--- src/rtl/rssx_pkg.sv ---
/*
 * Package for the rotate/set/sleep/subtract execution block:
 * opcode patterns, phase codes, reset values and the register state.
 * Assumes a single clock domain and one clock per quarter-phase.
 */
`default_nettype none

package rssx_pkg;

	// ----------------------------------------------------------------
	// Opcode patterns
	// ----------------------------------------------------------------
	localparam logic [5:0] OP_ROTATE_RIGHT_NO_CARRY = 6'h10;
	localparam logic [6:0] OP_SET_ALL_ONES = 7'h34;
	localparam logic [5:0] OP_SUBTRACT_REG_FROM_ACC_BORROW = 6'h15;
	localparam logic [15:0] OP_SLEEP = 16'h0003;
	localparam logic [7:0] INDEXED_LIMIT = 8'h5f;
	localparam logic [7:0] ALL_ONES = 8'hff;
	localparam logic [7:0] WATCHDOG_CLEAR_VALUE = 8'h00;

	// ----------------------------------------------------------------
	// Field positions
	// ----------------------------------------------------------------
	localparam int DEST_BIT = 9;
	localparam int BANK_BIT = 8;

	// ----------------------------------------------------------------
	// Reset values
	// ----------------------------------------------------------------
	localparam logic RST_POWER_DOWN_FLAG = 1'h1;
	localparam logic RST_TIME_OUT_FLAG = 1'h1;
	localparam logic [7:0] RST_ACC = 8'h00;

	// ----------------------------------------------------------------
	// Quarter-phases of the instruction cycle
	// ----------------------------------------------------------------
	typedef enum logic [1:0] {
		PH_DECODE = 2'b00,
		PH_READ = 2'b01,
		PH_PROCESS = 2'b10,
		PH_WRITE = 2'b11
	} rssx_phase_t;

	typedef enum logic [1:0] {
		OPK_NONE = 2'b00,
		OPK_ROTATE = 2'b01,
		OPK_SET = 2'b10,
		OPK_SUBTRACT = 2'b11
	} rssx_opkind_t;

	typedef struct packed {
		rssx_phase_t phase;
	} rssx_phase_state_t;

	typedef struct packed {
		rssx_opkind_t kind;
		logic is_sleep;
		logic dest_file;
		logic [11:0] addr;
		logic [7:0] result;
		logic [7:0] acc;
		logic carry;
		logic digit_carry;
		logic zero;
		logic overflow;
		logic negative;
		logic n_carry;
		logic n_digit_carry;
		logic n_zero;
		logic n_overflow;
		logic n_negative;
		logic power_down;
		logic time_out;
		logic asleep;
		logic rd_en;
		logic wr_en;
		logic wd_clear;
		logic done;
	} rssx_state_t;

endpackage

`default_nettype wire

--- src/rtl/rssx_exec.sv ---
/*
 * Execution of rotate-right-no-carry, set-all-ones, sleep and
 * subtract-reg-from-acc-borrow over one four-phase instruction cycle.
 * Assumes data memory returns read data in the cycle after the read
 * strobe, and that fetch presents the instruction during the decode phase.
 */
`default_nettype none

// Contract
// RULE1 - Rotate right no carry moves each bit one place down, bit 0 into bit 7, sets only N and Z.
// RULE2 - Destination bit 0 sends the result to the accumulator, 1 writes the file register.
// RULE3 - Bank bit 0 uses the quick-access bank and ignores the bank select register.
// RULE4 - Bank bit 1 forms the bank from the bank select register for file instructions.
// RULE5 - Bank bit 0 with extended set on and address up to 95 uses indexed literal offset.
// RULE6 - Set all ones writes ff to the addressed file register and touches no flag.
// RULE7 - Sleep clears the power down flag and sets the time out flag.
// RULE8 - Sleep clears the watchdog counter to 00 and clears its postscaler.
// RULE9 - Sleep enters low power with the oscillator stopped in the fourth phase.
// RULE10 - A wake-up caused by the watchdog clears the time out flag.
// RULE11 - Subtract with borrow computes acc minus file minus inverted carry to the destination.
// RULE12 - Subtract with borrow updates N, OV, C, DC and Z from its result.
// RULE13 - Subtract with borrow writes the file register when the destination bit is 1.
// RULE14 - Each instruction is one word, one cycle of decode, read, process and write phases.
// RULE15 - In subtraction carry is set with no borrow and cleared on a borrow.
module rssx_exec #(
	parameter logic [7:0] ACCESS_SPLIT = 8'h80,
	parameter logic [3:0] ACCESS_HIGH_BANK = 4'hf
) (
	input wire logic clock_in,
	input wire logic rst_in,
	input wire logic [15:0] instr_in,
	input wire logic instr_valid_in,
	input wire logic [3:0] bank_select_reg_in,
	input wire logic ext_set_enable_in,
	input wire logic [11:0] index_base_in,
	input wire logic [7:0] mem_rdata_in,
	input wire logic wake_in,
	input wire logic wake_by_wdt_in,
	output logic [11:0] mem_addr_out,
	output logic mem_rd_en_out,
	output logic mem_wr_en_out,
	output logic [7:0] mem_wdata_out,
	output logic [7:0] acc_out,
	output logic carry_flag_out,
	output logic digit_carry_flag_out,
	output logic zero_flag_out,
	output logic overflow_flag_out,
	output logic negative_flag_out,
	output logic power_down_flag_out,
	output logic time_out_flag_out,
	output logic watchdog_clear_out,
	output logic [7:0] watchdog_counter_clear_value_out,
	output logic asleep_out,
	output logic instr_done_out,
	output rssx_pkg::rssx_phase_t phase_out
);
	import rssx_pkg::*;

	rssx_state_t s_q;
	rssx_state_t s_d;
	rssx_phase_t phase;
	logic [7:0] f_addr;
	logic [11:0] dec_addr;
	rssx_opkind_t dec_kind;
	logic dec_sleep;
	logic [8:0] sub_full;
	logic [4:0] sub_low;
	logic [7:0] sub_res;
	logic [7:0] rot_res;

	// ----------------------------------------------------------------
	// Phase sequencer
	// ----------------------------------------------------------------
	rssx_phase_gen u_phase (
		.clock_in(clock_in),
		.rst_in(rst_in),
		.run_in(!s_q.asleep), // RULE9
		.phase_out(phase)
	);

	// ----------------------------------------------------------------
	// Decode and address formation
	// ----------------------------------------------------------------
	always_comb begin
		f_addr = instr_in[7:0];
		dec_kind = OPK_NONE;
		dec_sleep = 1'b0;
		if (instr_in[15:10] == OP_ROTATE_RIGHT_NO_CARRY) begin
			dec_kind = OPK_ROTATE; // RULE1
		end else if (instr_in[15:9] == OP_SET_ALL_ONES) begin
			dec_kind = OPK_SET; // RULE6
		end else if (instr_in[15:10] == OP_SUBTRACT_REG_FROM_ACC_BORROW) begin
			dec_kind = OPK_SUBTRACT; // RULE11
		end else if (instr_in == OP_SLEEP) begin
			dec_sleep = 1'b1; // RULE7
		end
		if (instr_in[BANK_BIT]) begin
			dec_addr = {bank_select_reg_in, f_addr}; // RULE4
		end else if (ext_set_enable_in && (f_addr <= INDEXED_LIMIT)) begin
			dec_addr = index_base_in + {4'h0, f_addr}; // RULE5
		end else if (f_addr < ACCESS_SPLIT) begin
			dec_addr = {4'h0, f_addr}; // RULE3
		end else begin
			dec_addr = {ACCESS_HIGH_BANK, f_addr}; // RULE3
		end
	end

	// ----------------------------------------------------------------
	// Data path
	// ----------------------------------------------------------------
	always_comb begin
		rot_res = {mem_rdata_in[0], mem_rdata_in[7:1]}; // RULE1
		sub_full = {1'b0, s_q.acc} + {1'b0, ~mem_rdata_in} + {8'h00, s_q.carry}; // RULE11
		sub_low = {1'b0, s_q.acc[3:0]} + {1'b0, ~mem_rdata_in[3:0]} + {4'h0, s_q.carry};
		sub_res = sub_full[7:0];
	end

	// ----------------------------------------------------------------
	// Next state
	// ----------------------------------------------------------------
	always_comb begin
		s_d = s_q;
		s_d.rd_en = 1'b0;
		s_d.wr_en = 1'b0;
		s_d.wd_clear = 1'b0;
		s_d.done = 1'b0;
		if (s_q.asleep) begin
			if (wake_in) begin
				s_d.asleep = 1'b0;
				if (wake_by_wdt_in) begin
					s_d.time_out = 1'b0; // RULE10
				end
			end
		end else begin
			unique case (phase)
				PH_DECODE: begin
					s_d.kind = OPK_NONE;
					s_d.is_sleep = 1'b0;
					if (instr_valid_in) begin
						s_d.kind = dec_kind; // RULE14
						s_d.is_sleep = dec_sleep;
						s_d.addr = dec_addr;
						s_d.dest_file = instr_in[DEST_BIT] || (dec_kind == OPK_SET);
						s_d.rd_en = (dec_kind != OPK_NONE);
					end
				end
				PH_READ: begin
				end
				PH_PROCESS: begin
					s_d.n_carry = s_q.carry;
					s_d.n_digit_carry = s_q.digit_carry;
					s_d.n_overflow = s_q.overflow;
					s_d.n_zero = s_q.zero;
					s_d.n_negative = s_q.negative;
					unique case (s_q.kind)
						OPK_ROTATE: begin
							s_d.result = rot_res;
							s_d.n_zero = (rot_res == 8'h00); // RULE1
							s_d.n_negative = rot_res[7];
						end
						OPK_SET: begin
							s_d.result = ALL_ONES; // RULE6
						end
						OPK_SUBTRACT: begin
							s_d.result = sub_res;
							s_d.n_carry = sub_full[8]; // RULE15
							s_d.n_digit_carry = sub_low[4]; // RULE12
							s_d.n_zero = (sub_res == 8'h00); // RULE12
							s_d.n_negative = sub_res[7]; // RULE12
							s_d.n_overflow = (s_q.acc[7] != mem_rdata_in[7])
								&& (sub_res[7] != s_q.acc[7]); // RULE12
						end
						OPK_NONE: begin
						end
					endcase
					s_d.wr_en = (s_q.kind != OPK_NONE) && s_q.dest_file; // RULE2 RULE13
					s_d.done = 1'b1;
				end
				PH_WRITE: begin
					if (s_q.kind != OPK_NONE) begin
						if (!s_q.dest_file) begin
							s_d.acc = s_q.result; // RULE2
						end
						s_d.carry = s_q.n_carry;
						s_d.digit_carry = s_q.n_digit_carry;
						s_d.zero = s_q.n_zero;
						s_d.overflow = s_q.n_overflow;
						s_d.negative = s_q.n_negative;
					end
					if (s_q.is_sleep) begin
						s_d.power_down = 1'b0; // RULE7
						s_d.time_out = 1'b1; // RULE7
						s_d.wd_clear = 1'b1; // RULE8
						s_d.asleep = 1'b1; // RULE9
					end
				end
			endcase
		end
	end

	always_ff @(posedge clock_in or posedge rst_in) begin
		if (rst_in) begin
			s_q <= '0;
			s_q.acc <= RST_ACC;
			s_q.power_down <= RST_POWER_DOWN_FLAG;
			s_q.time_out <= RST_TIME_OUT_FLAG;
		end else begin
			s_q <= s_d;
		end
	end

	// ----------------------------------------------------------------
	// Outputs
	// ----------------------------------------------------------------
	assign mem_addr_out = s_q.addr;
	assign mem_rd_en_out = s_q.rd_en;
	assign mem_wr_en_out = s_q.wr_en;
	assign mem_wdata_out = s_q.result;
	assign acc_out = s_q.acc;
	assign carry_flag_out = s_q.carry;
	assign digit_carry_flag_out = s_q.digit_carry;
	assign zero_flag_out = s_q.zero;
	assign overflow_flag_out = s_q.overflow;
	assign negative_flag_out = s_q.negative;
	assign power_down_flag_out = s_q.power_down;
	assign time_out_flag_out = s_q.time_out;
	assign watchdog_clear_out = s_q.wd_clear; // RULE8
	assign watchdog_counter_clear_value_out = WATCHDOG_CLEAR_VALUE;
	assign asleep_out = s_q.asleep;
	assign instr_done_out = s_q.done;
	assign phase_out = phase;

endmodule

`default_nettype wire

--- src/rtl/rssx_phase_gen.sv ---
/*
 * Four quarter-phase sequencer of the instruction cycle.
 * Assumes run_in is low while the oscillator is stopped in sleep.
 */
`default_nettype none

module rssx_phase_gen (
	input wire logic clock_in,
	input wire logic rst_in,
	input wire logic run_in,
	output rssx_pkg::rssx_phase_t phase_out
);
	import rssx_pkg::*;

	rssx_phase_state_t s_q;
	rssx_phase_state_t s_d;

	// ----------------------------------------------------------------
	// Phase advance
	// ----------------------------------------------------------------
	always_comb begin
		s_d = s_q;
		if (run_in) begin
			s_d.phase = rssx_phase_t'(s_q.phase + 2'h1); // RULE14
		end
	end

	always_ff @(posedge clock_in or posedge rst_in) begin
		if (rst_in) begin
			s_q <= '{phase: PH_DECODE};
		end else begin
			s_q <= s_d;
		end
	end

	assign phase_out = s_q.phase;

endmodule

`default_nettype wire

--- config.mk ---
export PLATFORM = sky130hd
export DESIGN_NAME = rssx_exec
export DESIGN_NICKNAME = d
export VERILOG_FILES = /design/src/rtl/rssx_pkg.sv /design/src/rtl/rssx_exec.sv /design/src/rtl/rssx_phase_gen.sv
export SDC_FILE = /design/constraint.sdc
export NUM_CORES = 1
export LEC_CHECK = 0
export ABC_AREA = 1
export BUFFER_PORTS_ARGS = -buffer_cell sky130_fd_sc_hd__buf_4
export CORE_ASPECT_RATIO = 1.1
export CORE_UTILIZATION = 54
export CTS_CLUSTER_DIAMETER = 120
export DETAILED_ROUTE_END_ITERATION = 8
export GPL_ROUTABILITY_DRIVEN = 0
export PLACE_DENSITY = 0.79
export SKIP_LAST_GASP = 1
export SLEW_MARGIN = 20
export SYNTH_ARGS = -nofsm -noshare
export SYNTH_HDL_FRONTEND = slang
export SYNTH_SLANG_ARGS = --single-unit
--- constraint.sdc ---
create_clock -name clock_in -period 3.05 [get_ports clock_in]
set_clock_uncertainty 0.15 [all_clocks]
set_input_delay 0.305 -clock clock_in [delete_from_list [all_inputs] [get_ports clock_in]]
set_output_delay 0.305 -clock clock_in [all_outputs]
set_load 0.01 [all_outputs]
==> results.ini, run 1 <==
[synthesis]
synthTopCellsByCount=nand2_1, inv_1, dfrtp_1
ys_seq_elements=51
netlist_area_mm2=0.00366
synth_area_leader_cell=dfrtp_1
synthTopCellsByArea=dfrtp_1, nand2_1, buf_4, inv_1, ha_1
async_flop_share_pct=100
synth.most_common_cell=nand2_1
syn_area_per_cell_um2=7.47
yosys.cell_types.count=42
ys_warn_count=0
synth_edf_count=0
synth_top_area_share_pct=33.5
synthFlopType=dfrtp_1
synth_seq_area_share_pct=34.9
postSynthCellCount=490

[critical_path]
timing.rr.start=acc_out[0]
worstPathMaxFanout=3
critPathLaunchType=register
crit_path_end_kind=register
cp.required_ns=3.15
crit_type=register to register
rr_endpoint=s_q[9]
reg2reg_setup_slack_ns=0.63
cp.arrival_ns=2.52
worst_r2r_path_depth=8

[routing]
dr.pass1.iters=5
final_antenna_net_count=0
drc_errors=0
vias=3414
routed_wl_um=8890
drtIter0Drc=223
post_drt_wl_per_cell_um=14.0
viasPerCell=5.38

[sta]
period_minus_slack_ns=2.42
setup-violations-final=0
fin_crit_sh_pct=79.5
fin_tns_setup_ns=0
hold_viol=0
drv_slew=0
whs_ns=0.00771
fmax_mhz=412
rsz0062_at_grt=false
max-slew-margin-rel_pct=41.6
tightest_slew_ns=0.875

[power]
power_leakage_nw=2.29
ir_worst_vdd_mv=0.356
power_density_mw_per_mm2=724

[floorplanning]
initial_core_util_pct=55.9
placementRows=31
core_mm2=0.00656
num_io_pins=96
fp.dieH_um=88.4
die-area_mm2=0.00711
chipWidth_um=80.5

[job]
drv_cap=0

[clock_network]
cts-buffers-inserted=5
cts_num_sinks=51
hold_buffers=2
htreeDepth=2
path_clk_slew_ns=0.10
insertion_delay_ns=0.31
ctsResizeCount=0
cts_tree=done
cts.path.max_buffers=2
cts_root_buf=clkbuf_8
postCtsSetupBuffers=0

[cells_and_area]
multi_input_area_mm2=0.00183
syn2layout_area_growth_pct=15.9
fill_cells=588
nets=619
ff_latch_area_mm2=0.00128
drive_gt1_share_pct=24.4
diodes=0

[global_routing]
grt-ovfl-total=0
track_usage_pct=26.1
grt_pass1_vias=3252
grt_pass1_wl_um=14300
grt_antenna_before_repair=0
grt_max_degree=52

[worst_hold_path]
worstHoldPathType=input port to async pin

[outcome]
status=complete, no violations

[placed_design]
numPortBuffers=87
hpwl_um=6950

state kept, by name, indices dropped and copies added (netlist names):
| register | cells |
|---|---|
| negative_flag_out | 1 |
| mem_wr_en_out | 1 |
| overflow_flag_out | 1 |
| carry_flag_out | 1 |
| zero_flag_out | 1 |
| mem_wdata_out | 8 |
| mem_addr_out | 12 |
| time_out_flag_out | 1 |
| asleep_out | 1 |
| acc_out | 8 |
| digit_carry_flag_out | 1 |
| watchdog_clear_out | 1 |
| power_down_flag_out | 1 |
| instr_done_out | 1 |
| s_q | 9 |
| mem_rd_en_out | 1 |
| u_phase.phase_out | 2 |
through the flow:
| step | area [µm²] | worst slack (ns) | power (mW) | cells | util [%] |
|---|---|---|---|---|---|
| after floorplan | 3690 | 0.817 | 2.28 | 497 | - |
| after global placement | 4130 | 0.662 | 2.60 | 625 | 63.0 |
| after detailed placement | 4130 | 0.593 | 2.66 | 625 | 63.0 |
| after CTS | 4240 | 0.646 | 3.08 | 635 | 64.7 |
| after global routing | 4240 | 0.536 | 3.31 | 635 | 64.7 |
| final | 4240 | 0.626 | 3.07 | 635 | 64.7 |
worst max-delay path by stage:
| stage | slack, ns | start | endpoint | cells past startpoint |
|---|---|---|---|---|
| 2_1_floorplan | 0.82 | carry_flag_out | s_q[9] | 8 |
| 3_3_place_gp | 0.66 | mem_rdata_in[0] | s_q[9] | 10 |
| 3_5_place_dp | 0.59 | mem_rdata_in[0] | s_q[9] | 10 |
| 4_1_cts | 0.65 | acc_out[0] | s_q[9] | 8 |
| 5_1_grt | 0.54 | acc_out[0] | s_q[9] | 8 |
| 6_report | 0.63 | acc_out[0] | s_q[9] | 8 |
kinds of logic after synthesis:
| logic type | share of synthesized area, % |
|---|---|
| buf+inv | 15.9 |
| mux | 0.410 |
| xor+xnor | 0.718 |
| flops | 34.9 |
| simple gates | 27.0 |
| other cells | 0.102 |
| fa+ha+maj | 7.79 |
| compound gates | 13.1 |
power breakdown:
| part | internal, mW | switching (mW) |
|---|---|---|
| registers | 0.945 | 0.195 |
| logic | 0.701 | 0.828 |
| clock network | 0.165 | 0.240 |
| total | 1.81 | 1.26 |
routing by layer:
metal / vias to the layer above / share of wire [%] / GRT usage [%]
met5: - / 0 / 0
met4: 0 / 3.4 / 11.5
met3: 28 / 5.5 / 3.92
met2: 151 / 51 / 46.4
met1: 1580 / 41 / 31.1
li1: 1655 / - / -
worst max-delay path, stage by stage, from the launching register on:
cell and delay (ns):
dfrtp_1 0.44, fa_1 0.50, fa_1 0.49, or2_2 0.29, nor2_1 0.10, nand3_1 0.07, nor2_1 0.11, nand3_1 0.10
a21oi_2 0.11
layout make-up:
| type | instances | area share, % |
|---|---|---|
| clock buffers | 5 | 1.62 |
| clock inverters | 3 | 0.560 |
| inverters | 70 | 6.22 |
| multi-input cells | 334 | 43.0 |
| flip-flops and latches | 51 | 30.1 |
| well taps | 82 | 2.42 |
| repair buffers | 90 | 16.0 |
placed cells by master, fill, tap and decap left out, types with 8 or more instances in the layout:
cell type	synthesis	final
dfrtp_1	49	49
a21oi_1	22	22
inv_2	8	8
conb_1	1	8
nand2_1	122	122
o21ai_0	22	22
nand3_1	31	31
ha_1	18	18
nor2_1	37	37
inv_1	62	61
buf_4	39	88
(Power assumes the default switching activity.)
==> run 2, diff against run 1 <==
==> constraint.sdc (replaced) <==
create_clock -name clock_in -period 2.31 [get_ports clock_in]
set_clock_uncertainty 0.15 [all_clocks]
set_input_delay 0.231 -clock clock_in [delete_from_list [all_inputs] [get_ports clock_in]]
set_output_delay 0.231 -clock clock_in [all_outputs]
set_load 0.01 [all_outputs]
==> run 2 against run 1 <==
Via count hardly changed; wire length is 1.9% lower; combinational power is 38% higher; global-route usage about the same; critical path depth stayed put; worst hold slack gained 0.061 ns; cell count up 1.4%; first-iteration DRC count shrank 21%; clock power increased by 37%; final area rose by 2.3%; clock-buffer cell count is the same; die area is the same; largest cell class unchanged.
==> results.ini, run 2 (synthesized netlist as in run 1, its figures left out) <==
[outcome]
status=complete, no violations

[critical_path]
cp.arrival_ns=2.34  ; -0.18 ns
rr_endpoint=s_q[9]
endpoint=s_q[9]
crit_type=register to register
cp.required_ns=2.41  ; -0.74 ns
crit_top_cell=nand3_2
crit_path_end_kind=register
cp-startpoint=carry_flag_out
worst_r2r_path_depth=8  ; unchanged
slowest_delay_ns=0.50  ; about the same
worstPathMaxFanout=2  ; -1
cp_slowest_cell=fa_1
path_cells=fa_2 > fa_1 > or2_4 > nor2_4 > nand3_2 > nor2_2 > nand3_2 > a21oi_2
critPathLaunchType=register
reg2reg_setup_slack_ns=0.07  ; -0.56 ns
timing.rr.start=carry_flag_out

[global_routing]
grt_max_degree=28  ; -46%
grt_pass1_wl_um=14400  ; +0.83%
track_usage_pct=26.0  ; -0.028 points
grt_pass1_vias=3214  ; -1.2%
grt-ovfl-total=0  ; unchanged
grt_antenna_before_repair=0  ; unchanged

[power]
pwr-share-comb_pct=50.8  ; +1.1 points
switching_power_mw=1.71  ; +35%
clkPwrFrac_pct=13.3  ; about the same
swShare_pct=41.0  ; -0.10 points
ir_worst_vdd_mv=0.553  ; +55%
p_seq_share_pct=36.0  ; -1.1 points
power_density_mw_per_mm2=958  ; +32%
power_leakage_nw=2.34  ; +2.3%
cell_internal_pwr_mw=2.45  ; +36%

[routing]
drtIter0Drc=176  ; -21%
vias=3415  ; +0.029%
dr.pass1.iters=5  ; unchanged
post_drt_wl_per_cell_um=13.5  ; -3.3%
final_antenna_net_count=0  ; unchanged
drc_errors=0  ; unchanged
routed_wl_um=8720  ; -1.9%
viasPerCell=5.30  ; -1.4%

[worst_hold_path]
min_delay_path_depth=4
worstHoldPathType=input port to register

[sta]
drv_slew=0  ; unchanged
setup-violations-final=0  ; unchanged
fin_ws_ns=0.0684  ; -0.557 ns
hold_viol=0  ; unchanged
fmax_mhz=446  ; +8.2%
tightest_slew_ns=0.549  ; -0.325 ns
period_minus_slack_ns=2.24  ; -0.183 ns
rsz0062_at_grt=true
fin_crit_sh_pct=97.0  ; +18 points
fin_tns_setup_ns=0  ; unchanged
max-slew-margin-rel_pct=63.0  ; +21 points

[clock_network]
cts_num_sinks=51  ; unchanged
insertion_delay_ns=0.31  ; about the same
cts_tree=done
cts.path.max_buffers=2  ; unchanged
htreeDepth=2  ; unchanged
cts_root_buf=clkbuf_8
cts-buffers-inserted=5  ; unchanged
path_clk_slew_ns=0.10  ; about the same

[cells_and_area]
fill_cells=572  ; -2.7%
syn2layout_area_growth_pct=18.6
final_cell_mix=nand2_1, buf_4, inv_1
drive_gt1_share_pct=26.2  ; +1.7 points
final_util_pct=66.3  ; +1.5 points
layout.cells.non_filler=644  ; +1.4%
diodes=0  ; unchanged
largest_reg_flops=12  ; unchanged
mostFrequentLayoutCell=nand2_1
nets=628  ; +1.5%

[placed_design]
numPortBuffers=87  ; unchanged
dp.cells=631  ; +0.96%
hpwl_um=6930  ; -0.36%
place_ws_ns=-0.0394  ; -0.633 ns

[floorplanning]
chipWidth_um=80.5  ; unchanged
core_mm2=0.00656  ; unchanged
die-area_mm2=0.00711  ; unchanged
placementRows=31  ; unchanged
num_io_pins=96  ; unchanged
fp.dieH_um=88.4  ; unchanged
initial_core_util_pct=55.9  ; unchanged

[job]
drv_cap=0  ; unchanged

## run 2: layer usage
metal,part of all wire (%),routed length (µm),global-route usage (%)
met1,42,3640,32.2
met2,51,4480,47.1
met3,5.4,468,2.99
met4,1.6,136,8.28
met5,0,0,0
## run 2: critical path, delay by kind of cell, from the launching register on
kind,cells,cell delay (ns)
adders and majority gates,2,0.90
AOI/OAI and AO/OA,1,0.12
DFF,1,0.42
and+or+nand+nor,5,0.59
## run 2: final cells by class
cell class / instances / area (µm²) / share of cell area, %
Multi-Input combinational cell: 334 / 1850 / 42.6
Sequential cell: 51 / 1280 / 29.4
Timing Repair Buffer: 99 / 753 / 17.3
Inverter: 70 / 263 / 6.05
Tap cell: 82 / 103 / 2.36
Clock buffer: 5 / 68.8 / 1.58
Clock inverter: 3 / 26.3 / 0.605
## run 2: worst min-delay path by stage
stage,start,slack [ns],end
floorplan,wake_in,0.15,time_out_flag_out
global placement,rst_in,0.17,s_q[46]
detailed placement,rst_in,0.16,u_phase.phase_out[0]
CTS,instr_in[14],0.06,s_q[46]
global route,instr_in[15],0.08,s_q[46]
finish,instr_in[15],0.07,s_q[46]
## run 2: metrics by stage
step | hold slack [ns] | total power, mW | cell area, µm²
6_report | 0.0683 | 4.16 | 4340
5_1_grt | 0.0840 | 4.49 | 4340
4_1_cts | 0.0636 | 4.12 | 4310
3_5_place_dp | 0.164 | 3.54 | 4180
3_3_place_gp | 0.168 | 3.47 | 4180
2_1_floorplan | 0.150 | 3.01 | 3690
## run 2: power groups by stage
stage               clock (mW)  sequential (mW)  combinational [mW]
floorplan                    0             1.48                1.53
global placement             0             1.50                1.97
detailed placement           0             1.52                2.03
CTS                      0.563             1.50                2.06
global route             0.600             1.54                2.36
finish                   0.552             1.50                2.11
## run 2: what timing repair did
item | 4_1_cts | 5_1_grt
hold buffers | 4 | 0
gates resized for setup | 1 | 6
setup endpoints to repair | 1 | 1
pin swaps | 0 | 8
endpoints found under the hold margin | 25 | 0
setup buffers | 0 | 1
